**config.mk**
```make
export PLATFORM = sky130hd
export DESIGN_NAME = gst_timer
export DESIGN_NICKNAME = d
export VERILOG_FILES = /design/src/pkg/gst_pkg.sv /design/src/hw/gst_timer.sv
export SDC_FILE = /design/constraint.sdc
export NUM_CORES = 1
export LEC_CHECK = 0
export BUFFER_PORTS_ARGS = -buffer_cell sky130_fd_sc_hd__buf_2
export CAP_MARGIN = 20
export CORE_MARGIN = 4
export CORE_UTILIZATION = 47
export CTS_BUF_LIST = sky130_fd_sc_hd__clkbuf_16
export DETAILED_ROUTE_END_ITERATION = 8
export PLACE_DENSITY = 0.74
export RECOVER_POWER = 50
export SETUP_SLACK_MARGIN = 0.05
export SYNTH_ARGS = -nofsm -noshare
export SYNTH_HDL_FRONTEND = slang
export SYNTH_SLANG_ARGS = --single-unit
```
**constraint.sdc**
```tcl
create_clock -name sys_clk -period 2.2 [get_ports sys_clk]
set_input_delay 0.22 -clock sys_clk [delete_from_list [all_inputs] [get_ports sys_clk]]
set_output_delay 0.22 -clock sys_clk [all_outputs]
set_load 0.1 [all_outputs]
```
**src/pkg/gst_pkg.sv**
```systemverilog
// shared constants and types for the gated sixteen-bit timer
package gst_pkg;

    // ==========================================================
    // register map (byte-wide registers on a 3-bit address)
    localparam logic [2:0] GST_ADDR_COUNT_LOW = 3'h0;
    localparam logic [2:0] GST_ADDR_COUNT_HIGH = 3'h1;
    localparam logic [2:0] GST_ADDR_TIMER_CONTROL = 3'h2;
    localparam logic [2:0] GST_ADDR_GATE_CONTROL = 3'h3;
    localparam logic [2:0] GST_ADDR_CCP_LOW = 3'h4;
    localparam logic [2:0] GST_ADDR_CCP_HIGH = 3'h5;
    localparam logic [2:0] GST_ADDR_CCP_CONTROL = 3'h6;
    localparam logic [2:0] GST_ADDR_FLAGS = 3'h7;

    // ==========================================================
    // field positions of the flag and capture/compare registers
    localparam int GST_FLAG_OVERFLOW = 0;
    localparam int GST_FLAG_GATE_EVENT = 1;
    localparam int GST_FLAG_CCP = 2;
    localparam int GST_CCP_CAPTURE = 0;
    localparam int GST_CCP_COMPARE = 1;
    localparam int GST_CCP_TRIGGER = 2;

    // ==========================================================
    // reset values and counts
    localparam logic [7:0] GST_RST_BYTE = 8'h00;
    localparam logic [15:0] GST_RST_COUNT = 16'h0000;
    localparam logic [15:0] GST_COUNT_MAX = 16'hFFFF;
    localparam logic [1:0] GST_INSTR_DIV_LAST = 2'h3;

    // ==========================================================
    // encodings
    typedef enum logic [1:0] {GST_CS_INSTR, GST_CS_SYS, GST_CS_PIN, GST_CS_SENSE} gst_cs_e;
    typedef enum logic [1:0] {GST_GS_PIN, GST_GS_T0, GST_GS_CMPA, GST_GS_CMPB} gst_gs_e;
    typedef enum {GST_SP_IDLE, GST_SP_WAIT, GST_SP_PULSE} gst_sp_e;

    // ==========================================================
    // carriers
    typedef struct packed {
        logic [2:0] addr;
        logic [7:0] wdata;
        logic wr;
        logic rd;
    } gst_bus_s;

    typedef struct packed {
        gst_cs_e clock_source_select;
        logic [1:0] prescale_select;
        logic dedicated_osc_enable;
        logic sync_disable;
        logic counter_on;
    } gst_tctl_s;

    typedef struct packed {
        logic gate_enable;
        logic gate_polarity;
        logic gate_toggle_mode;
        logic gate_single_pulse_mode;
        gst_gs_e gate_source_select;
    } gst_gctl_s;

    typedef struct packed {
        logic external_clock_pin;
        logic crystal_in_pin;
        logic sensing_oscillator;
    } gst_clk_pins_s;

    typedef struct packed {
        logic gate_pin;
        logic companion_overflow;
        logic comparator_a_output;
        logic comparator_b_output;
    } gst_gate_pins_s;

endpackage

```
**src/hw/gst_timer.sv**
```systemverilog
// gated sixteen-bit timer with capture/compare time base
`timescale 1ns/1ps

// Operation
// [RL1] capture event copies full counter into capture/compare pair
// [RL2] compare match of pair and counter raises an event, optionally a trigger
// [RL3] special event trigger clears the counter to zero
// [RL4] trigger clear never sets the overflow flag
// [RL5] software should use synchronized instruction clock with triggers
// [RL6] a counter byte write beats a coincident trigger clear
// [RL7] source field picks instruction, system, pin/crystal or sensing clock
// [RL8] pin source uses external pin or crystal by oscillator enable
// [RL9] prescale field divides by 1, 2, 4 or 8
// [RL10] sync bit chooses synchronized or raw path for outside clocks
// [RL11] on bit enables counting; off stops it and clears toggle flop
// [RL12] gate enable applies only while on; else count freely
// [RL13] polarity picks counting on high or low gate
// [RL14] toggle mode passes gate through toggle flop, else flop held clear
// [RL15] single-pulse mode puts gate under single-pulse logic
// [RL16] go/done reads 1 while armed, hardware clears it
// [RL17] gate value bit shows current gate regardless of gate enable
// [RL18] gate source picks pin, companion overflow, comparator a or b
// [RL19] writable bits zero at power-on reset, kept otherwise
// [RL20] go/done clears at trailing edge of captured pulse
// [RL21] falling gate value sets gate event flag
// [RL22] counter rolls FFFF to 0000 and sets overflow flag
// [RL23] companion overflow becomes one low-to-high gate pulse
// [RL24] counter steps on prescaled tick while on and gate permits
// [RL25] counter accessed as separate high and low bytes
module gst_timer import gst_pkg::*; (
    // clock, reset, enable
    input wire logic sys_clk,
    input wire logic sys_rst,
    input wire logic clk_en,
    // register port
    input wire gst_bus_s bus_req,
    output logic [7:0] rd_data,
    // clock and gate sources
    input wire gst_clk_pins_s clk_pins,
    input wire gst_gate_pins_s gate_pins,
    // capture/compare unit events
    input wire logic capture_event,
    input wire logic special_event_in,
    output logic compare_event,
    // sticky flags
    output logic overflow_flag,
    output logic gate_event_flag,
    output logic ccp_flag
);

    // ==========================================================
    // state
    gst_tctl_s tctl;
    gst_gctl_s gctl;
    gst_sp_e sp_state;
    logic [15:0] count;
    logic [15:0] ccp_val;
    logic [2:0] ccp_ctl;
    logic [1:0] instr_div;
    logic [2:0] pre_cnt;
    logic [2:0] pin_q, pin_qq, sy1, sy2, sy3;
    logic t0_pulse, gact_q, tog, tg_q, gval, match_q;

    // ==========================================================
    // decode
    logic wr_low, wr_high, wr_tctl, wr_gctl, wr_flags, cnt_wr;
    assign wr_low = bus_req.wr && bus_req.addr == GST_ADDR_COUNT_LOW;
    assign wr_high = bus_req.wr && bus_req.addr == GST_ADDR_COUNT_HIGH;
    assign wr_tctl = bus_req.wr && bus_req.addr == GST_ADDR_TIMER_CONTROL;
    assign wr_gctl = bus_req.wr && bus_req.addr == GST_ADDR_GATE_CONTROL;
    assign wr_flags = bus_req.wr && bus_req.addr == GST_ADDR_FLAGS;
    assign cnt_wr = wr_low || wr_high;

    // ==========================================================
    // control registers; sys_rst is the power-on reset, nothing else clears
    // [RL19] zero at power-on
    always_ff @(posedge sys_clk or posedge sys_rst) begin
        if (sys_rst) begin
            tctl <= gst_tctl_s'(GST_RST_BYTE[6:0]);
            gctl <= gst_gctl_s'(6'h00);
            ccp_ctl <= 3'h0;
        end else if (clk_en) begin
            if (wr_tctl) begin
                tctl <= {bus_req.wdata[7:2], bus_req.wdata[0]};
            end
            if (wr_gctl) begin
                gctl <= {bus_req.wdata[7:4], bus_req.wdata[1:0]};
            end
            if (bus_req.wr && bus_req.addr == GST_ADDR_CCP_CONTROL) begin
                ccp_ctl <= bus_req.wdata[2:0];
            end
        end
    end

    // ==========================================================
    // clock source paths
    logic [2:0] pin_edge;
    logic src_tick, pre_tick, inc;
    logic [2:0] pre_mask;

    // [RL10] raw or two-flop synchronized edge detect
    assign pin_edge = tctl.sync_disable ? (pin_q & ~pin_qq) : (sy2 & ~sy3);

    // sy1 feeds only sy2; edges come from later stages
    always_ff @(posedge sys_clk or posedge sys_rst) begin
        if (sys_rst) begin
            {pin_q, pin_qq, sy1, sy2, sy3} <= 15'h0000;
            instr_div <= 2'h0;
        end else if (clk_en) begin
            pin_q <= clk_pins;
            pin_qq <= pin_q;
            sy1 <= clk_pins;
            sy2 <= sy1;
            sy3 <= sy2;
            instr_div <= instr_div + 2'h1;
        end
    end

    // [RL7] source select
    always_comb begin
        case (tctl.clock_source_select)
            GST_CS_INSTR: src_tick = instr_div == GST_INSTR_DIV_LAST;
            GST_CS_SYS: src_tick = 1'b1;
            // [RL8] pin or crystal
            GST_CS_PIN: src_tick = tctl.dedicated_osc_enable ? pin_edge[1] : pin_edge[2];
            GST_CS_SENSE: src_tick = pin_edge[0];
            default: src_tick = 1'b0;
        endcase
    end

    // [RL9] prescaler passes every 2**n-th source tick
    assign pre_mask = 3'((4'h1 << tctl.prescale_select) - 4'h1);
    assign pre_tick = src_tick && (pre_cnt & pre_mask) == pre_mask;

    always_ff @(posedge sys_clk or posedge sys_rst) begin
        if (sys_rst) begin
            pre_cnt <= 3'h0;
        end else if (clk_en) begin
            if (!tctl.counter_on) begin
                pre_cnt <= 3'h0;
            end else if (src_tick) begin
                pre_cnt <= pre_cnt + 3'h1;
            end
        end
    end

    // ==========================================================
    // gate path
    logic gsrc, gact, tg, tg_rise, tg_fall, next_gval;

    // [RL18] gate source mux
    always_comb begin
        case (gctl.gate_source_select)
            GST_GS_PIN: gsrc = gate_pins.gate_pin;
            GST_GS_T0: gsrc = t0_pulse;
            GST_GS_CMPA: gsrc = gate_pins.comparator_a_output;
            GST_GS_CMPB: gsrc = gate_pins.comparator_b_output;
            default: gsrc = 1'b0;
        endcase
    end

    // [RL13] active level follows polarity
    assign gact = gctl.gate_polarity ? gsrc : ~gsrc;
    // [RL14] toggled or direct
    assign tg = gctl.gate_toggle_mode ? tog : gact;
    assign tg_rise = tg && !tg_q;
    assign tg_fall = !tg && tg_q;

    // [RL23] companion overflow registered once: same width, one cycle late
    always_ff @(posedge sys_clk or posedge sys_rst) begin
        if (sys_rst) begin
            t0_pulse <= 1'b0;
            gact_q <= 1'b0;
            tg_q <= 1'b0;
        end else if (clk_en) begin
            t0_pulse <= gate_pins.companion_overflow;
            gact_q <= gact;
            tg_q <= tg;
        end
    end

    // [RL14] toggle flop, held clear when mode off
    // [RL11] also cleared while counter off
    always_ff @(posedge sys_clk or posedge sys_rst) begin
        if (sys_rst) begin
            tog <= 1'b0;
        end else if (clk_en) begin
            if (!gctl.gate_toggle_mode || !tctl.counter_on) begin
                tog <= 1'b0;
            end else if (gact && !gact_q) begin
                tog <= ~tog;
            end
        end
    end

    // [RL15] single-pulse acquisition; writing go while mode off is ignored
    always_ff @(posedge sys_clk or posedge sys_rst) begin
        if (sys_rst) begin
            sp_state <= GST_SP_IDLE;
        end else if (clk_en) begin
            if (!gctl.gate_single_pulse_mode) begin
                sp_state <= GST_SP_IDLE;
            end else if (wr_gctl && !bus_req.wdata[3]) begin
                sp_state <= GST_SP_IDLE;
            end else begin
                case (sp_state)
                    GST_SP_IDLE: begin
                        if (wr_gctl && bus_req.wdata[3]) begin
                            sp_state <= GST_SP_WAIT;
                        end
                    end
                    GST_SP_WAIT: begin
                        if (tg_rise) begin
                            sp_state <= GST_SP_PULSE;
                        end
                    end
                    // [RL20] trailing edge ends acquisition
                    GST_SP_PULSE: begin
                        if (tg_fall) begin
                            sp_state <= GST_SP_IDLE;
                        end
                    end
                    default: sp_state <= GST_SP_IDLE;
                endcase
            end
        end
    end

    // [RL17] gate value independent of gate enable
    assign next_gval = gctl.gate_single_pulse_mode ? (sp_state == GST_SP_PULSE && tg) : tg;

    always_ff @(posedge sys_clk or posedge sys_rst) begin
        if (sys_rst) begin
            gval <= 1'b0;
        end else if (clk_en) begin
            gval <= next_gval;
        end
    end

    // ==========================================================
    // counter and capture/compare
    logic match, match_rise, clr, ovf;

    // [RL24] step on prescaled tick when on and gate allows
    // [RL12] gate enable only matters while on
    assign inc = tctl.counter_on && pre_tick && (!gctl.gate_enable || gval);
    assign match = ccp_val == count;
    assign match_rise = ccp_ctl[GST_CCP_COMPARE] && match && !match_q;
    // [RL3] any unit's trigger, or our own compare with the trigger bit set, clears the count
    // [RL5] unsynchronized sources may let the trigger slip past a tick
    assign clr = special_event_in || (match_rise && ccp_ctl[GST_CCP_TRIGGER]);
    // [RL22] rollover
    assign ovf = inc && count == GST_COUNT_MAX && !cnt_wr && !clr;

    // [RL6] writes first, then trigger clear, then increment
    // [RL25] byte-wise access
    always_ff @(posedge sys_clk or posedge sys_rst) begin
        if (sys_rst) begin
            count <= GST_RST_COUNT;
        end else if (clk_en) begin
            if (cnt_wr) begin
                if (wr_low) begin
                    count[7:0] <= bus_req.wdata;
                end
                if (wr_high) begin
                    count[15:8] <= bus_req.wdata;
                end
            end else if (clr) begin
                count <= GST_RST_COUNT;
            end else if (inc) begin
                count <= count + 16'h0001;
            end
        end
    end

    // [RL1] capture copies the whole counter in one edge
    always_ff @(posedge sys_clk or posedge sys_rst) begin
        if (sys_rst) begin
            ccp_val <= GST_RST_COUNT;
        end else if (clk_en) begin
            if (bus_req.wr && bus_req.addr == GST_ADDR_CCP_LOW) begin
                ccp_val[7:0] <= bus_req.wdata;
            end else if (bus_req.wr && bus_req.addr == GST_ADDR_CCP_HIGH) begin
                ccp_val[15:8] <= bus_req.wdata;
            end else if (ccp_ctl[GST_CCP_CAPTURE] && capture_event) begin
                ccp_val <= count;
            end
        end
    end

    // [RL2] one event per match, not per cycle the match holds
    always_ff @(posedge sys_clk or posedge sys_rst) begin
        if (sys_rst) begin
            match_q <= 1'b0;
            compare_event <= 1'b0;
        end else if (clk_en) begin
            match_q <= match;
            compare_event <= match_rise;
        end
    end

    // ==========================================================
    // sticky flags: write one to clear, a same-cycle set wins
    logic [2:0] flag_set, flag_clr;
    assign flag_clr = wr_flags ? bus_req.wdata[2:0] : 3'h0;
    // [RL4] trigger clear takes the ovf path away
    // [RL21] falling gate value
    assign flag_set = {match_rise || (ccp_ctl[GST_CCP_CAPTURE] && capture_event),
                       gval && !next_gval, ovf};

    always_ff @(posedge sys_clk or posedge sys_rst) begin
        if (sys_rst) begin
            {ccp_flag, gate_event_flag, overflow_flag} <= 3'h0;
        end else if (clk_en) begin
            overflow_flag <= flag_set[GST_FLAG_OVERFLOW]
                || (overflow_flag && !flag_clr[GST_FLAG_OVERFLOW]);
            gate_event_flag <= flag_set[GST_FLAG_GATE_EVENT]
                || (gate_event_flag && !flag_clr[GST_FLAG_GATE_EVENT]);
            ccp_flag <= flag_set[GST_FLAG_CCP] || (ccp_flag && !flag_clr[GST_FLAG_CCP]);
        end
    end

    // ==========================================================
    // read port, data valid the cycle after the strobe
    logic [7:0] next_rd;
    always_comb begin
        case (bus_req.addr)
            GST_ADDR_COUNT_LOW: next_rd = count[7:0];
            GST_ADDR_COUNT_HIGH: next_rd = count[15:8];
            GST_ADDR_TIMER_CONTROL: next_rd = {tctl[6:1], 1'b0, tctl[0]};
            // [RL16] go/done shows armed state
            GST_ADDR_GATE_CONTROL: next_rd = {gctl[5:2], sp_state != GST_SP_IDLE, gval, gctl[1:0]};
            GST_ADDR_CCP_LOW: next_rd = ccp_val[7:0];
            GST_ADDR_CCP_HIGH: next_rd = ccp_val[15:8];
            GST_ADDR_CCP_CONTROL: next_rd = {5'h00, ccp_ctl};
            GST_ADDR_FLAGS: next_rd = {5'h00, ccp_flag, gate_event_flag, overflow_flag};
            default: next_rd = GST_RST_BYTE;
        endcase
    end

    always_ff @(posedge sys_clk or posedge sys_rst) begin
        if (sys_rst) begin
            rd_data <= GST_RST_BYTE;
        end else if (clk_en) begin
            rd_data <= bus_req.rd ? next_rd : GST_RST_BYTE;
        end
    end
endmodule

```
### After elaboration in Yosys (flattened, before gate mapping)

Cells that the tools add are included.

| word-level totals | value |
|---|---|
| register bits after elaboration | 112 |
| input port bits | 25 |
| output and inout bits | 12 |
| logic and storage cells | 170 |

| operators by class | value |
|---|---|
| $add $sub $neg | 4 |
| equal/unequal tests | 27 |
| shift-type cells | 1 |
| multiplexer cells | 29 |
| bitwise logic cells | 8 |
| reductions and logical operators | 69 |

Operator list:

| kind | count |
|---|---|
| 32-bit two-way mux | 5 |
| 32-bit one-hot mux with 3 select lines | 1 |
| 16-bit two-way mux | 4 |
| 8-bit one-hot mux with 8 select lines | 1 |
| 8-bit two-way mux | 6 |
| 32-bit by 1-bit equality test with 1-bit output, second input constant | 1 |
| 32-bit by 2-bit equality test with 1-bit output, second input constant | 1 |
| 32-bit by 3-bit equality test with 1-bit output, second input constant | 1 |
| 32-bit zero test | 1 |
| 32-bit nonzero test | 1 |
| 1-bit logical AND | 28 |
| 16-bit by 1-bit adder with 16-bit output, second input constant | 1 |
| 16-bit equality test | 1 |
| 16-bit equality test, second input constant | 1 |
| 1-bit zero test | 14 |
| 3-bit equality test, second input constant | 4 |
| 3-bit two-way mux | 4 |
| 4-bit != test, second input constant | 3 |
| 3-bit AND reduction | 4 |
| 2-bit equality test, second input constant | 5 |
| 2-bit AND reduction | 5 |
| 3-bit AND | 3 |
| 1-bit logical OR | 8 |
| 1-bit one-hot mux with 4 select lines | 2 |
| other kinds (18) | 33 |

### Longest topological paths before layout

Gate-level depths: netlist of the first run.

| depth | value |
|---|---|
| word-level depth | 12 |
| mapped depth | 10 |
| gate-level depth less buffers | 8 |

### Worst setup path after synthesis of the first run

OpenSTA, ideal clock, no wires.

| path | value |
|---|---|
| kind | register to register |
| start | register count[3] |
| end | register count[12] |
| library setup time | 0.126 ns |
| arrival | 1.909 ns |
| data required time | 2.074 ns |
| path slack | 0.165 ns |
| stages on the path, launching flop included | 11 |
| path buffers | 3 |
| period minus slack after synthesis | 2.035 ns |
| path through | dfrtp_1 -> buf_6 -> xnor2_2 -> nand4_1 -> nor4_4 -> a31o_1 -> buf_6 -> o221ai_4 -> buf_6 -> a21oi_2 -> o22ai_1 |

| on the way | value |
|---|---|
| longest elaborated chain between the ends | 7 |
| elaborated cells on any way between the ends | 11 |
| classes of those cells | add/sub (1); eq/ne (1); mux (3); reduce/logical (6) |

RTL lines:

| item | RTL line | text |
|---|---|---|
| start, declared | gst_timer.sv:56 | `logic [15:0] count;` |
| start signal, assigned | gst_timer.sv:263 | `count[7:0] <= bus_req.wdata;` |
| start signal, assigned | gst_timer.sv:271 | `count <= count + 16'h0001;` |
| branches (longest 7 deep; another with 16-bit by 1-bit adder with 16-bit output) | n/a |  |

Several ways; the timed one is not identified. The select of a mux whose other input is x is not followed.
A chain may end at the register's enable or synchronous reset.

### Worst setup path in the final report of the first run

| path | value |
|---|---|
| start | register sy2[2] |
| end | register count[1] |

| on the way | value |
|---|---|
| longest elaborated chain between the ends | 10 |
| elaborated cells on any way between the ends | 11 |
| classes of those cells | mux (3); bitwise (3); reduce/logical (5) |

RTL lines:

| item | RTL line | text |
|---|---|---|
| start, declared | gst_timer.sv:61 | `logic [2:0] pin_q, pin_qq, sy1, sy2, sy3;` |
| start signal, assigned | gst_timer.sv:113 | `sy2 <= sy1;` |
| 3-bit inverter | n/a |  |
| 3-bit AND | n/a |  |
| 3-bit two-way mux (*) | gst_timer.sv:102 | `assign pin_edge = tctl.sync_disable ? (pin_q & ~pin_qq) : (sy2 & ~sy3);` |
| 1-bit two-way mux (*) | gst_timer.sv:125 | `GST_CS_PIN: src_tick = tctl.dedicated_osc_enable ? pin_edge[1] : pin_edge[2];` |
| 1-bit one-hot mux with 4 select lines (*) | gst_timer.sv:121 | `case (tctl.clock_source_select)` |
| 1-bit logical AND (*) | gst_timer.sv:133 | `assign pre_tick = src_tick && (pre_cnt & pre_mask) == pre_mask;` |
| 1-bit logical AND (*) (2 in a row) | gst_timer.sv:246 | `assign inc = tctl.counter_on && pre_tick && (!gctl.gate_enable \|\| gval);` |
| 3-bit nonzero test (no line) (*) | n/a |  |
| 3-bit AND reduction (no line) (*) | n/a |  |

Mark *: on every way between the ends. The rest lies on a longest branch, timed or not.

==> results of run 1 <==
final cells by class:
cell class	instances	area (um2)
Clock buffer	9	225
Clock inverter	7	77.6
Fill cell	866	4020
Inverter	28	106
Multi-Input combinational cell	359	2540
Sequential cell	82	2060
Tap cell	133	166
Timing Repair Buffer	89	627
metal layers:
layer	up-vias	routed length (um)	global-route usage [%]
met1	2066	5980	34.7
met4	0	426	10.5
met3	34	1310	4.80
met5	-	0	0
li1	1938	-	-
met2	231	6370	36.7
logic make-up after synthesis:
logic type | synth area share (%)
compound gates | 19.7
simple gates | 14.1
flops | 43.0
fa+ha+maj | 0.787
buf+inv | 6.09
xor+xnor | 3.46
mux | 12.8
flip-flops by register name (all words and copies together), names as in the netlist, 6 cells and up:
signal	flops
gctl	6
count	16
ccp_val	16
rd_data	8
tctl	7
worst max-delay path by stage:
stage / from / to / slack, ns / depth (start not counted)
floorplan: count[3] / count[12] / 0.16 / 10
global placement: count[0] / count[12] / 0.02 / 8
detailed placement: ccp_val[2] / count[14] / -0.04 / 7
CTS: count[0] / count[12] / 0.01 / 8
global route: tctl[1] / count[9] / -0.04 / 9
finish: sy2[2] / count[1] / 0.05 / 10
critical path: cells and delay by family, from the launching register on:
| kind | cells | cell delay (ns) |
|---|---|---|
| compound gates | 5 | 1.01 |
| flops | 1 | 0.39 |
| buf+inv | 3 | 0.46 |
| simple gates | 2 | 0.20 |
Yosys cell counts (all sizes together) (14+ instances only):
| cell type | number | area, um2 |
|---|---|---|
| a21oi | 14 | 77.6 |
| buf | 17 | 123 |
| clkbuf | 16 | 62.6 |
| dfrtp | 82 | 2050 |
| inv | 27 | 101 |
| mux2 | 30 | 338 |
| mux2i | 25 | 250 |
| nand2 | 60 | 225 |
| nand3 | 15 | 75.1 |
| nor2 | 29 | 111 |
| o21ai | 66 | 330 |
| xnor2 | 16 | 148 |
timing repair:
action / 4_1_cts / 5_1_grt
gates cloned: 0 / 1
pin swaps: 4 / 10
setup buffers: 3 / 10
hold buffers: 1 / 0
endpoints found under the hold margin: 22 / 0
resized for setup: 7 / 34
endpoints found under the setup margin: 15 / 16
report_power, final:
part	leakage [uW]	switching (uW)	internal, uW	total [uW]
Clock	0.000146	644	887	1530
Combinational	0.00129	990	710	1700
Sequential	0.00105	331	1820	2150
stage by stage:
stage	hold WS, ns	setup WS [ns]	util [%]	cells	TNS [ns]
CTS	0.0950	0.0105	57.3	696	0
global route	0.101	-0.0363	59.0	707	-0.175
finish	0.102	0.0468	59.0	707	0
detailed placement	0.312	-0.0431	53.4	676	-0.0801
floorplan	0.371	0.165	-	502	0
global placement	0.313	0.0195	53.4	676	0
==> impl_metrics.tcl, run 1 <==
set metrics [dict create \
    synth_edf_count 0 \
    grt_use_total_pct 24.5 \
    die_h_um 109 \
    drtIter0Drc 432 \
    synth_area_um2 4770 \
    routedWlPerCell_um 19.9 \
    skew_ns 0.00718 \
    drtPass1Iterations 5 \
    r2r_end "count[1]" \
    numCtsBuffers 9 \
    mostFrequentLayoutCell "dfrtp_1" \
    vias_per_cell 6.04 \
    htreeDepth 3 \
    power_density_nw_per_um2 928 \
    cp.arrival_ns 2.42 \
    fin_nets 597 \
    cts_buffer_depth 2 \
    grt_overflow_total 0 \
    fmaxAchievable_mhz 464 \
    die_area_um2 11800 \
    die_x_um 109 \
    final_area_um2 5800 \
    hp-class "input pin to flop" \
    path_max_fanout 13 \
    ys_types 65 \
    cts_root_buf "clkbuf_16" \
    end_kind "flop" \
    syn-num-nets 530 \
    core_area_um2 9820 \
    detail-route-antenna-nets 0 \
    period_needed_ns 2.15 \
    placed_area_um2 5250 \
    status "completed" \
    synthCells 502 \
    pin_count 37 \
    place.gp.congestion 0.937 \
    area_growth_syn_to_layout_pct 21.5 \
    routed_wl_um 14100 \
    finalMaxSlewViolations 0 \
    initial_core_util_pct 48.6 \
    grt_pass1_vias 4079 \
    rows 36 \
    final_cell_mix "dfrtp_1 (79), nand2_1 (60), buf_4 (45)" \
    required_ns 2.46 \
    crit_chain "nor3b_2 > a311o_1 > a32oi_2 > a2111oi_4 > buf_4 > o211ai_4 > buf_12 > buf_6 > nand2_1 > o21ai_1" \
    grt_pass1_wl_um 22000 \
    async_flop_share_pct 100 \
    rr_worst_depth 10 \
    period_share_pct 97.9 \
    ys_ff_latch 82 \
    slew_headroom_pct 23.8 \
    crit_slowest_cell "dfrtp_1" \
    irDropWorstVdd_v 0.000526 \
    grt_max_degree 35 \
    clk_pin_slew_ns 0.06 \
    avgSynthCellArea_um2 9.50 \
    leakage_uw 0.00249 \
    hp-start "clk_pins[1]" \
    hold_viol 0 \
    tightest_slew_ns 1.14 \
    rrSetupSlack_ns 0.05 \
    io_buffer_count 36 \
    yosys_warnings 0 \
    antenna-diode-count 0 \
    synth_ff_type "dfrtp_1" \
    rsz0062_at_grt "yes" \
    hold_depth 2 \
    drive_above_1_share_pct 29.1 \
    worstReg2RegStart "sy2[2]" \
    drcViolationCount 0 \
    cts_tree "yes" \
    power_uw 5380 \
    critPathKind "flop to flop" \
    seq_area_frac_synth_pct 43.0 \
    clock-sinks 82 \
    vias 4269 \
    startpoint_type "flop" \
    antenna_found_initial 0 \
    maxCapViolations 0 \
    insertion_delay_ns 0.34 \
    slowest_delay_ns 0.39 \
    finalSetupViolations 0 \
    worstHoldEndpoint "sy1[1]" \
    dpl.hpwl_um 9790 \
]
Power figures use the tool's default switching activity.
==> run 2, diff against run 1 <==
--- a/config.mk
+++ b/config.mk
@@ -5,7 +5,7 @@
 export SDC_FILE = /design/constraint.sdc
 export NUM_CORES = 1
 export LEC_CHECK = 0
-export BUFFER_PORTS_ARGS = -buffer_cell sky130_fd_sc_hd__buf_2
+export BUFFER_PORTS_ARGS = -buffer_cell sky130_fd_sc_hd__buf_4
 export CAP_MARGIN = 20
 export CORE_MARGIN = 4
 export CORE_UTILIZATION = 47
==> run 2 against run 1 <==
The run now ends with max-capacitance violations, max-slew violations left; die area is the same; core utilization shrank 0.23 points; clock-buffer cell count is the same.
==> impl_metrics.tcl, run 2 (synthesis gave the netlist of run 1 again) <==
set metrics [dict create \
    required_ns 2.42 \
    period_share_pct 98.9 \
    power_density_nw_per_um2 920 \
    die_area_um2 11800 \
    hp-start "clk_pins[1]" \
    cts_buffer_depth 2 \
    placedCellCount 683 \
    r2r_end "count[11]" \
    drcViolationCount 0 \
    leakage_uw 0.00249 \
    finalMaxSlewViolations 83 \
    antenna-diode-count 0 \
    dpl.hpwl_um 9880 \
    htreeDepth 3 \
    die_h_um 109 \
    core_area_um2 9820 \
    hold_viol 0 \
    rrSetupSlack_ns 0.02 \
    top_regs "ccp_val x16, count x16, rd_data x8" \
    hold_depth 2 \
    initial_core_util_pct 48.6 \
    skew_ns 0.00708 \
    timing.setup.tns_ns 0 \
    grt_overflow_total 0 \
    detail-route-antenna-nets 0 \
    rsz0062_at_grt "yes" \
    drtIter0Drc 336 \
    drtPass1Iterations 5 \
    cts_tree "yes" \
    maxCapViolations 1 \
    clk_pin_slew_ns 0.06 \
    cts_root_buf "clkbuf_16" \
    pin_count 37 \
    fmaxAchievable_mhz 460 \
    io_buffer_count 36 \
    area_growth_syn_to_layout_pct 21.0 \
    grt_max_degree 83 \
    power_uw 5310 \
    end_kind "flop" \
    vias 4202 \
    path_max_fanout 14 \
    place.gp.congestion 0.947 \
    violations "max-capacitance violations, max-slew violations" \
    startpoint_type "flop" \
    clock-sinks 82 \
    status "complete, but fails checks" \
    antenna_found_initial 0 \
    tightest_slew_ns 1.86 \
    grt_use_total_pct 24.5 \
    routed_wl_um 13800 \
    grt_pass1_wl_um 22000 \
    grt_pass1_vias 4158 \
    finalSetupViolations 0 \
    critPathKind "flop to flop" \
    period_needed_ns 2.18 \
    worstReg2RegStart "ccp_val[4]" \
    die_x_um 109 \
    worstHoldEndpoint "sy1[1]" \
    vias_per_cell 5.95 \
    fin_nets 596 \
    rr_worst_depth 8 \
    final_area_um2 5770 \
    final_cell_count_no_fill 706 \
    irDropWorstVdd_v 0.000484 \
    final_cell_mix "buf_4 (81), dfrtp_1 (80), nand2_1 (60)" \
    cp.arrival_ns 2.39 \
    drive_above_1_share_pct 26.5 \
    insertion_delay_ns 0.35 \
    slew_headroom_pct -23.9 \
    rows 36 \
    routedWlPerCell_um 19.5 \
    numCtsBuffers 9 \
    hp-class "input pin to flop" \
    placed_area_um2 5380 \
    mostFrequentLayoutCell "buf_4" \
]
-- run 2: cell count changes in the layout (fill, tap and decap cells not counted), sizes merged --
| cell | previous run | this run |
|---|---|---|
| clkinv | 5 | 4 |
| inv | 27 | 28 |
| dlygate4sd3 | 1 | 0 |
-- run 2: final cells by class --
cell class                 instances  area (um2)
inverter                          28         106
tap                              133         166
sequential                        82        2050
clock buffer                       9         225
clock inverter                     7        62.6
timing repair buffer              88         678
fill                             886        4050
multi-input combinational        359        2480
-- run 2: where the power goes --
part           switching (uW)  internal (uW)  total [uW]
Combinational             975            704        1680
Clock                     631            867        1500
Sequential                315           1820        2130
Total                    1920           3390        5310
-- run 2: metrics by stage --
stage               hold slack [ns]  worst slack (ns)  utilization, %
finish                        0.107            0.0245            58.8
global route                  0.111           -0.0222            58.8
CTS                          0.0252            0.0742            58.2
detailed placement            0.389           -0.0322            54.7
global placement              0.380            0.0254            54.7
floorplan                     0.371             0.165               -
-- run 2: repair_timing --
action,CTS,global route
hold endpoints to repair,0,0
pin swaps,2,6
cloned,0,0
buffers inserted,4,3
hold buffers,0,0
endpoints found under the setup margin,10,21
gates resized for setup,2,21
-- run 2: how the worst max path moves through the flow --
stage | from | end | depth (start not counted)
floorplan | count[3] | count[12] | 10
global placement | ccp_val[9] | count[14] | 7
detailed placement | ccp_val[9] | count[12] | 8
CTS | sy2[2] | count[0] | 7
global route | ccp_val[4] | count[11] | 8
finish | ccp_val[4] | count[11] | 8
-- run 2: critical path, stage by stage, from the launching register on --
cell      delay [ns]
dfrtp_1         0.43
xnor2_1         0.19
nand4_1         0.22
nor4_4          0.36
a31o_4          0.25
o221ai_4        0.11
buf_12          0.18
o21ai_0         0.20
o21ai_1         0.12
-- run 2: layer usage --
layer | share of wire [%] | up-vias | global-route usage (%)
met5 | 0 | - | 0
met4 | 3.7 | 0 | 11.5
met3 | 7.9 | 46 | 5.51
met2 | 45 | 211 | 36.8
met1 | 43 | 2014 | 33.7
li1 | - | 1931 | -
==> run 3, diff against run 2 <==
--- a/config.mk
+++ b/config.mk
@@ -7,11 +7,11 @@
 export LEC_CHECK = 0
 export BUFFER_PORTS_ARGS = -buffer_cell sky130_fd_sc_hd__buf_4
 export CAP_MARGIN = 20
-export CORE_MARGIN = 4
+export CORE_MARGIN = 3
 export CORE_UTILIZATION = 47
 export CTS_BUF_LIST = sky130_fd_sc_hd__clkbuf_16
 export DETAILED_ROUTE_END_ITERATION = 8
-export PLACE_DENSITY = 0.74
+export PLACE_DENSITY = 0.72
 export RECOVER_POWER = 50
 export SETUP_SLACK_MARGIN = 0.05
 export SYNTH_ARGS = -nofsm -noshare
==> constraint.sdc (replaced) <==
create_clock -name sys_clk -period 2.81 [get_ports sys_clk]
set_input_delay 0.281 -clock sys_clk [delete_from_list [all_inputs] [get_ports sys_clk]]
set_output_delay 0.281 -clock sys_clk [all_outputs]
set_load 0.1 [all_outputs]
==> run 3 against run 2 <==
The run now ends clean; design area is 6.9% lower; combinational power fell by 35%; total power decreased by 23%; global-route usage is 0.15 points lower; sequential power shrank 20%; routed wire length down 5.1%; register-to-register slack improved by 0.27 ns; die area down 3.6%; worst hold slack gained 0.064 ns; critical endpoint is now count[12]; critical path type unchanged; first-iteration DRC count increased by 21%; fmax is 13% lower; non-clock buffer count decreased by 41; largest cell class unchanged.
==> impl_metrics.tcl, run 3 (synthesis gave the netlist of run 1 again) <==
set metrics [dict create \
    status "completed" \
    htreeDepth 3 \
    post_cts_buffers 0 \
    startpoint_type "flop" \
    final_cell_mix "dfrtp_1 (82), nand2_1 (60), o21ai_0 (52)" \
    fmaxAchievable_mhz 398 \
    rr_worst_depth 8 \
    critPathKind "flop to flop" \
    final_cell_count_no_fill 665 \
    detail-route-antenna-nets 0 \
    grt_max_degree 37 \
    drtPass1Iterations 5 \
    worstReg2RegStart "count[6]" \
    power_uw 4070 \
    grt_overflow_total 0 \
    setup_slack_ns 0.296 \
    dpl.hpwl_um 9330 \
    place.gp.congestion 0.998 \
    drtIter0Drc 406 \
    fin_nets 555 \
    drive_above_1_share_pct 16.9 \
    crit_start "count[6]" \
    placedCellCount 648 \
    tightest_slew_ns 1.17 \
    area_growth_syn_to_layout_pct 12.7 \
    drcViolationCount 0 \
    rows 36 \
    period_needed_ns 2.51 \
    grt_use_total_pct 24.4 \
    required_ns 3.01 \
    cts_tree "yes" \
    period_share_pct 89.5 \
    path_max_fanout 17 \
    die_x_um 107 \
    cts_resized 0 \
    leakage_uw 0.00223 \
    ctsHoldBuffers 1 \
    endpoint "count[12]" \
    hp-class "input pin to flop" \
    skew_ns 0.0101 \
    finalMaxSlewViolations 0 \
    cp.arrival_ns 2.71 \
    irDropWorstVdd_v 0.000389 \
    use_met3_pct 4.76 \
    die_area_um2 11400 \
    clock-sinks 82 \
    grt_pass1_vias 3881 \
    antenna-diode-count 0 \
    timing.setup.tns_ns 0 \
    fillers 893 \
    top_regs "ccp_val x16, count x16, rd_data x8" \
    insertion_delay_ns 0.35 \
    vias_per_cell 6.01 \
    end_kind "flop" \
    routed_wl_um 13100 \
    grt_pass1_wl_um 21300 \
    rrSetupSlack_ns 0.30 \
    antenna_found_initial 0 \
    power_density_nw_per_um2 757 \
    cts_root_buf "clkbuf_16" \
    clk_pin_slew_ns 0.06 \
    mostFrequentLayoutCell "dfrtp_1" \
    globalRouteMet1Util_pct 35.4 \
    fin_util_pct 54.8 \
    pin_count 37 \
    die_h_um 107 \
    cts_buffer_depth 2 \
    initial_core_util_pct 48.6 \
    routedWlPerCell_um 19.7 \
    r2r_end "count[12]" \
    core_area_um2 9820 \
    hold_viol 0 \
    top_usage_layer "met2" \
    vias 3997 \
    rsz0062_at_grt "no" \
    numCtsBuffers 9 \
    slew_headroom_pct 21.7 \
    io_buffer_count 36 \
    finalSetupViolations 0 \
    met2_usage_pct 36.0 \
    maxCapViolations 0 \
    pre_cts_ws_ns 0.324 \
]
run 3: cell types whose count changed in the layout (fill, tap and decap cells not counted), sizes merged:
cell         delta
dlygate4sd3     +1
bufinv          +1
buf            -55
clkbuf         +13
clkinvlp        -1
run 3: area by class of cell:
cell class                      instances  area [um2]  share of cell area, %
Tap cell                              133         166                   3.10
Clock inverter                          7        93.8                   1.75
Timing Repair Buffer                   47         305                   5.68
Inverter                               28         106                   1.98
Clock buffer                            9         225                   4.19
Sequential cell                        82        2050                   38.2
Multi-Input combinational cell        359        2430                   45.1
run 3: critical path, cell delays in order, from the launching register on:
cell and delay [ns]:
dfrtp_1 0.49, xnor2_1 0.24, nand4_1 0.18, nor4_4 0.42, a31o_1 0.34, buf_4 0.27, nor2_1 0.11, a21boi_0 0.21
o22ai_1 0.11
run 3: worst min-delay path by stage:
stage	startpoint	endpoint	slack, ns	cells past startpoint
2_1_floorplan	bus_req[2]	tctl[0]	0.43	1
4_1_cts	clk_pins[0]	sy1[0]	0.16	2
3_3_place_gp	sys_rst	count[1]	0.31	2
3_5_place_dp	sys_rst	count[2]	0.31	2
6_report	clk_pins[1]	sy1[1]	0.17	2
5_1_grt	clk_pins[0]	sy1[0]	0.17	2
run 3: routing by layer:
metal  vias to the layer above  share of wire [%]
met5                         -                  0
met2                       179                 45
met4                         0                2.2
met3                        24                8.3
li1                       1848                  -
met1                      1946                 44
run 3: where the power goes:
group | switching [uW] | internal [uW] | leakage (uW)
combinational | 672 | 423 | 0.00101
sequential | 286 | 1420 | 0.00105
clock | 489 | 778 | 0.000159
total | 1450 | 2620 | 0.00223
run 3: stage by stage:
stage	hold WS (ns)	instance area [um2]
2_1_floorplan	0.432	4770
3_3_place_gp	0.311	5100
3_5_place_dp	0.315	5100
4_1_cts	0.162	5430
5_1_grt	0.167	5380
6_report	0.171	5380
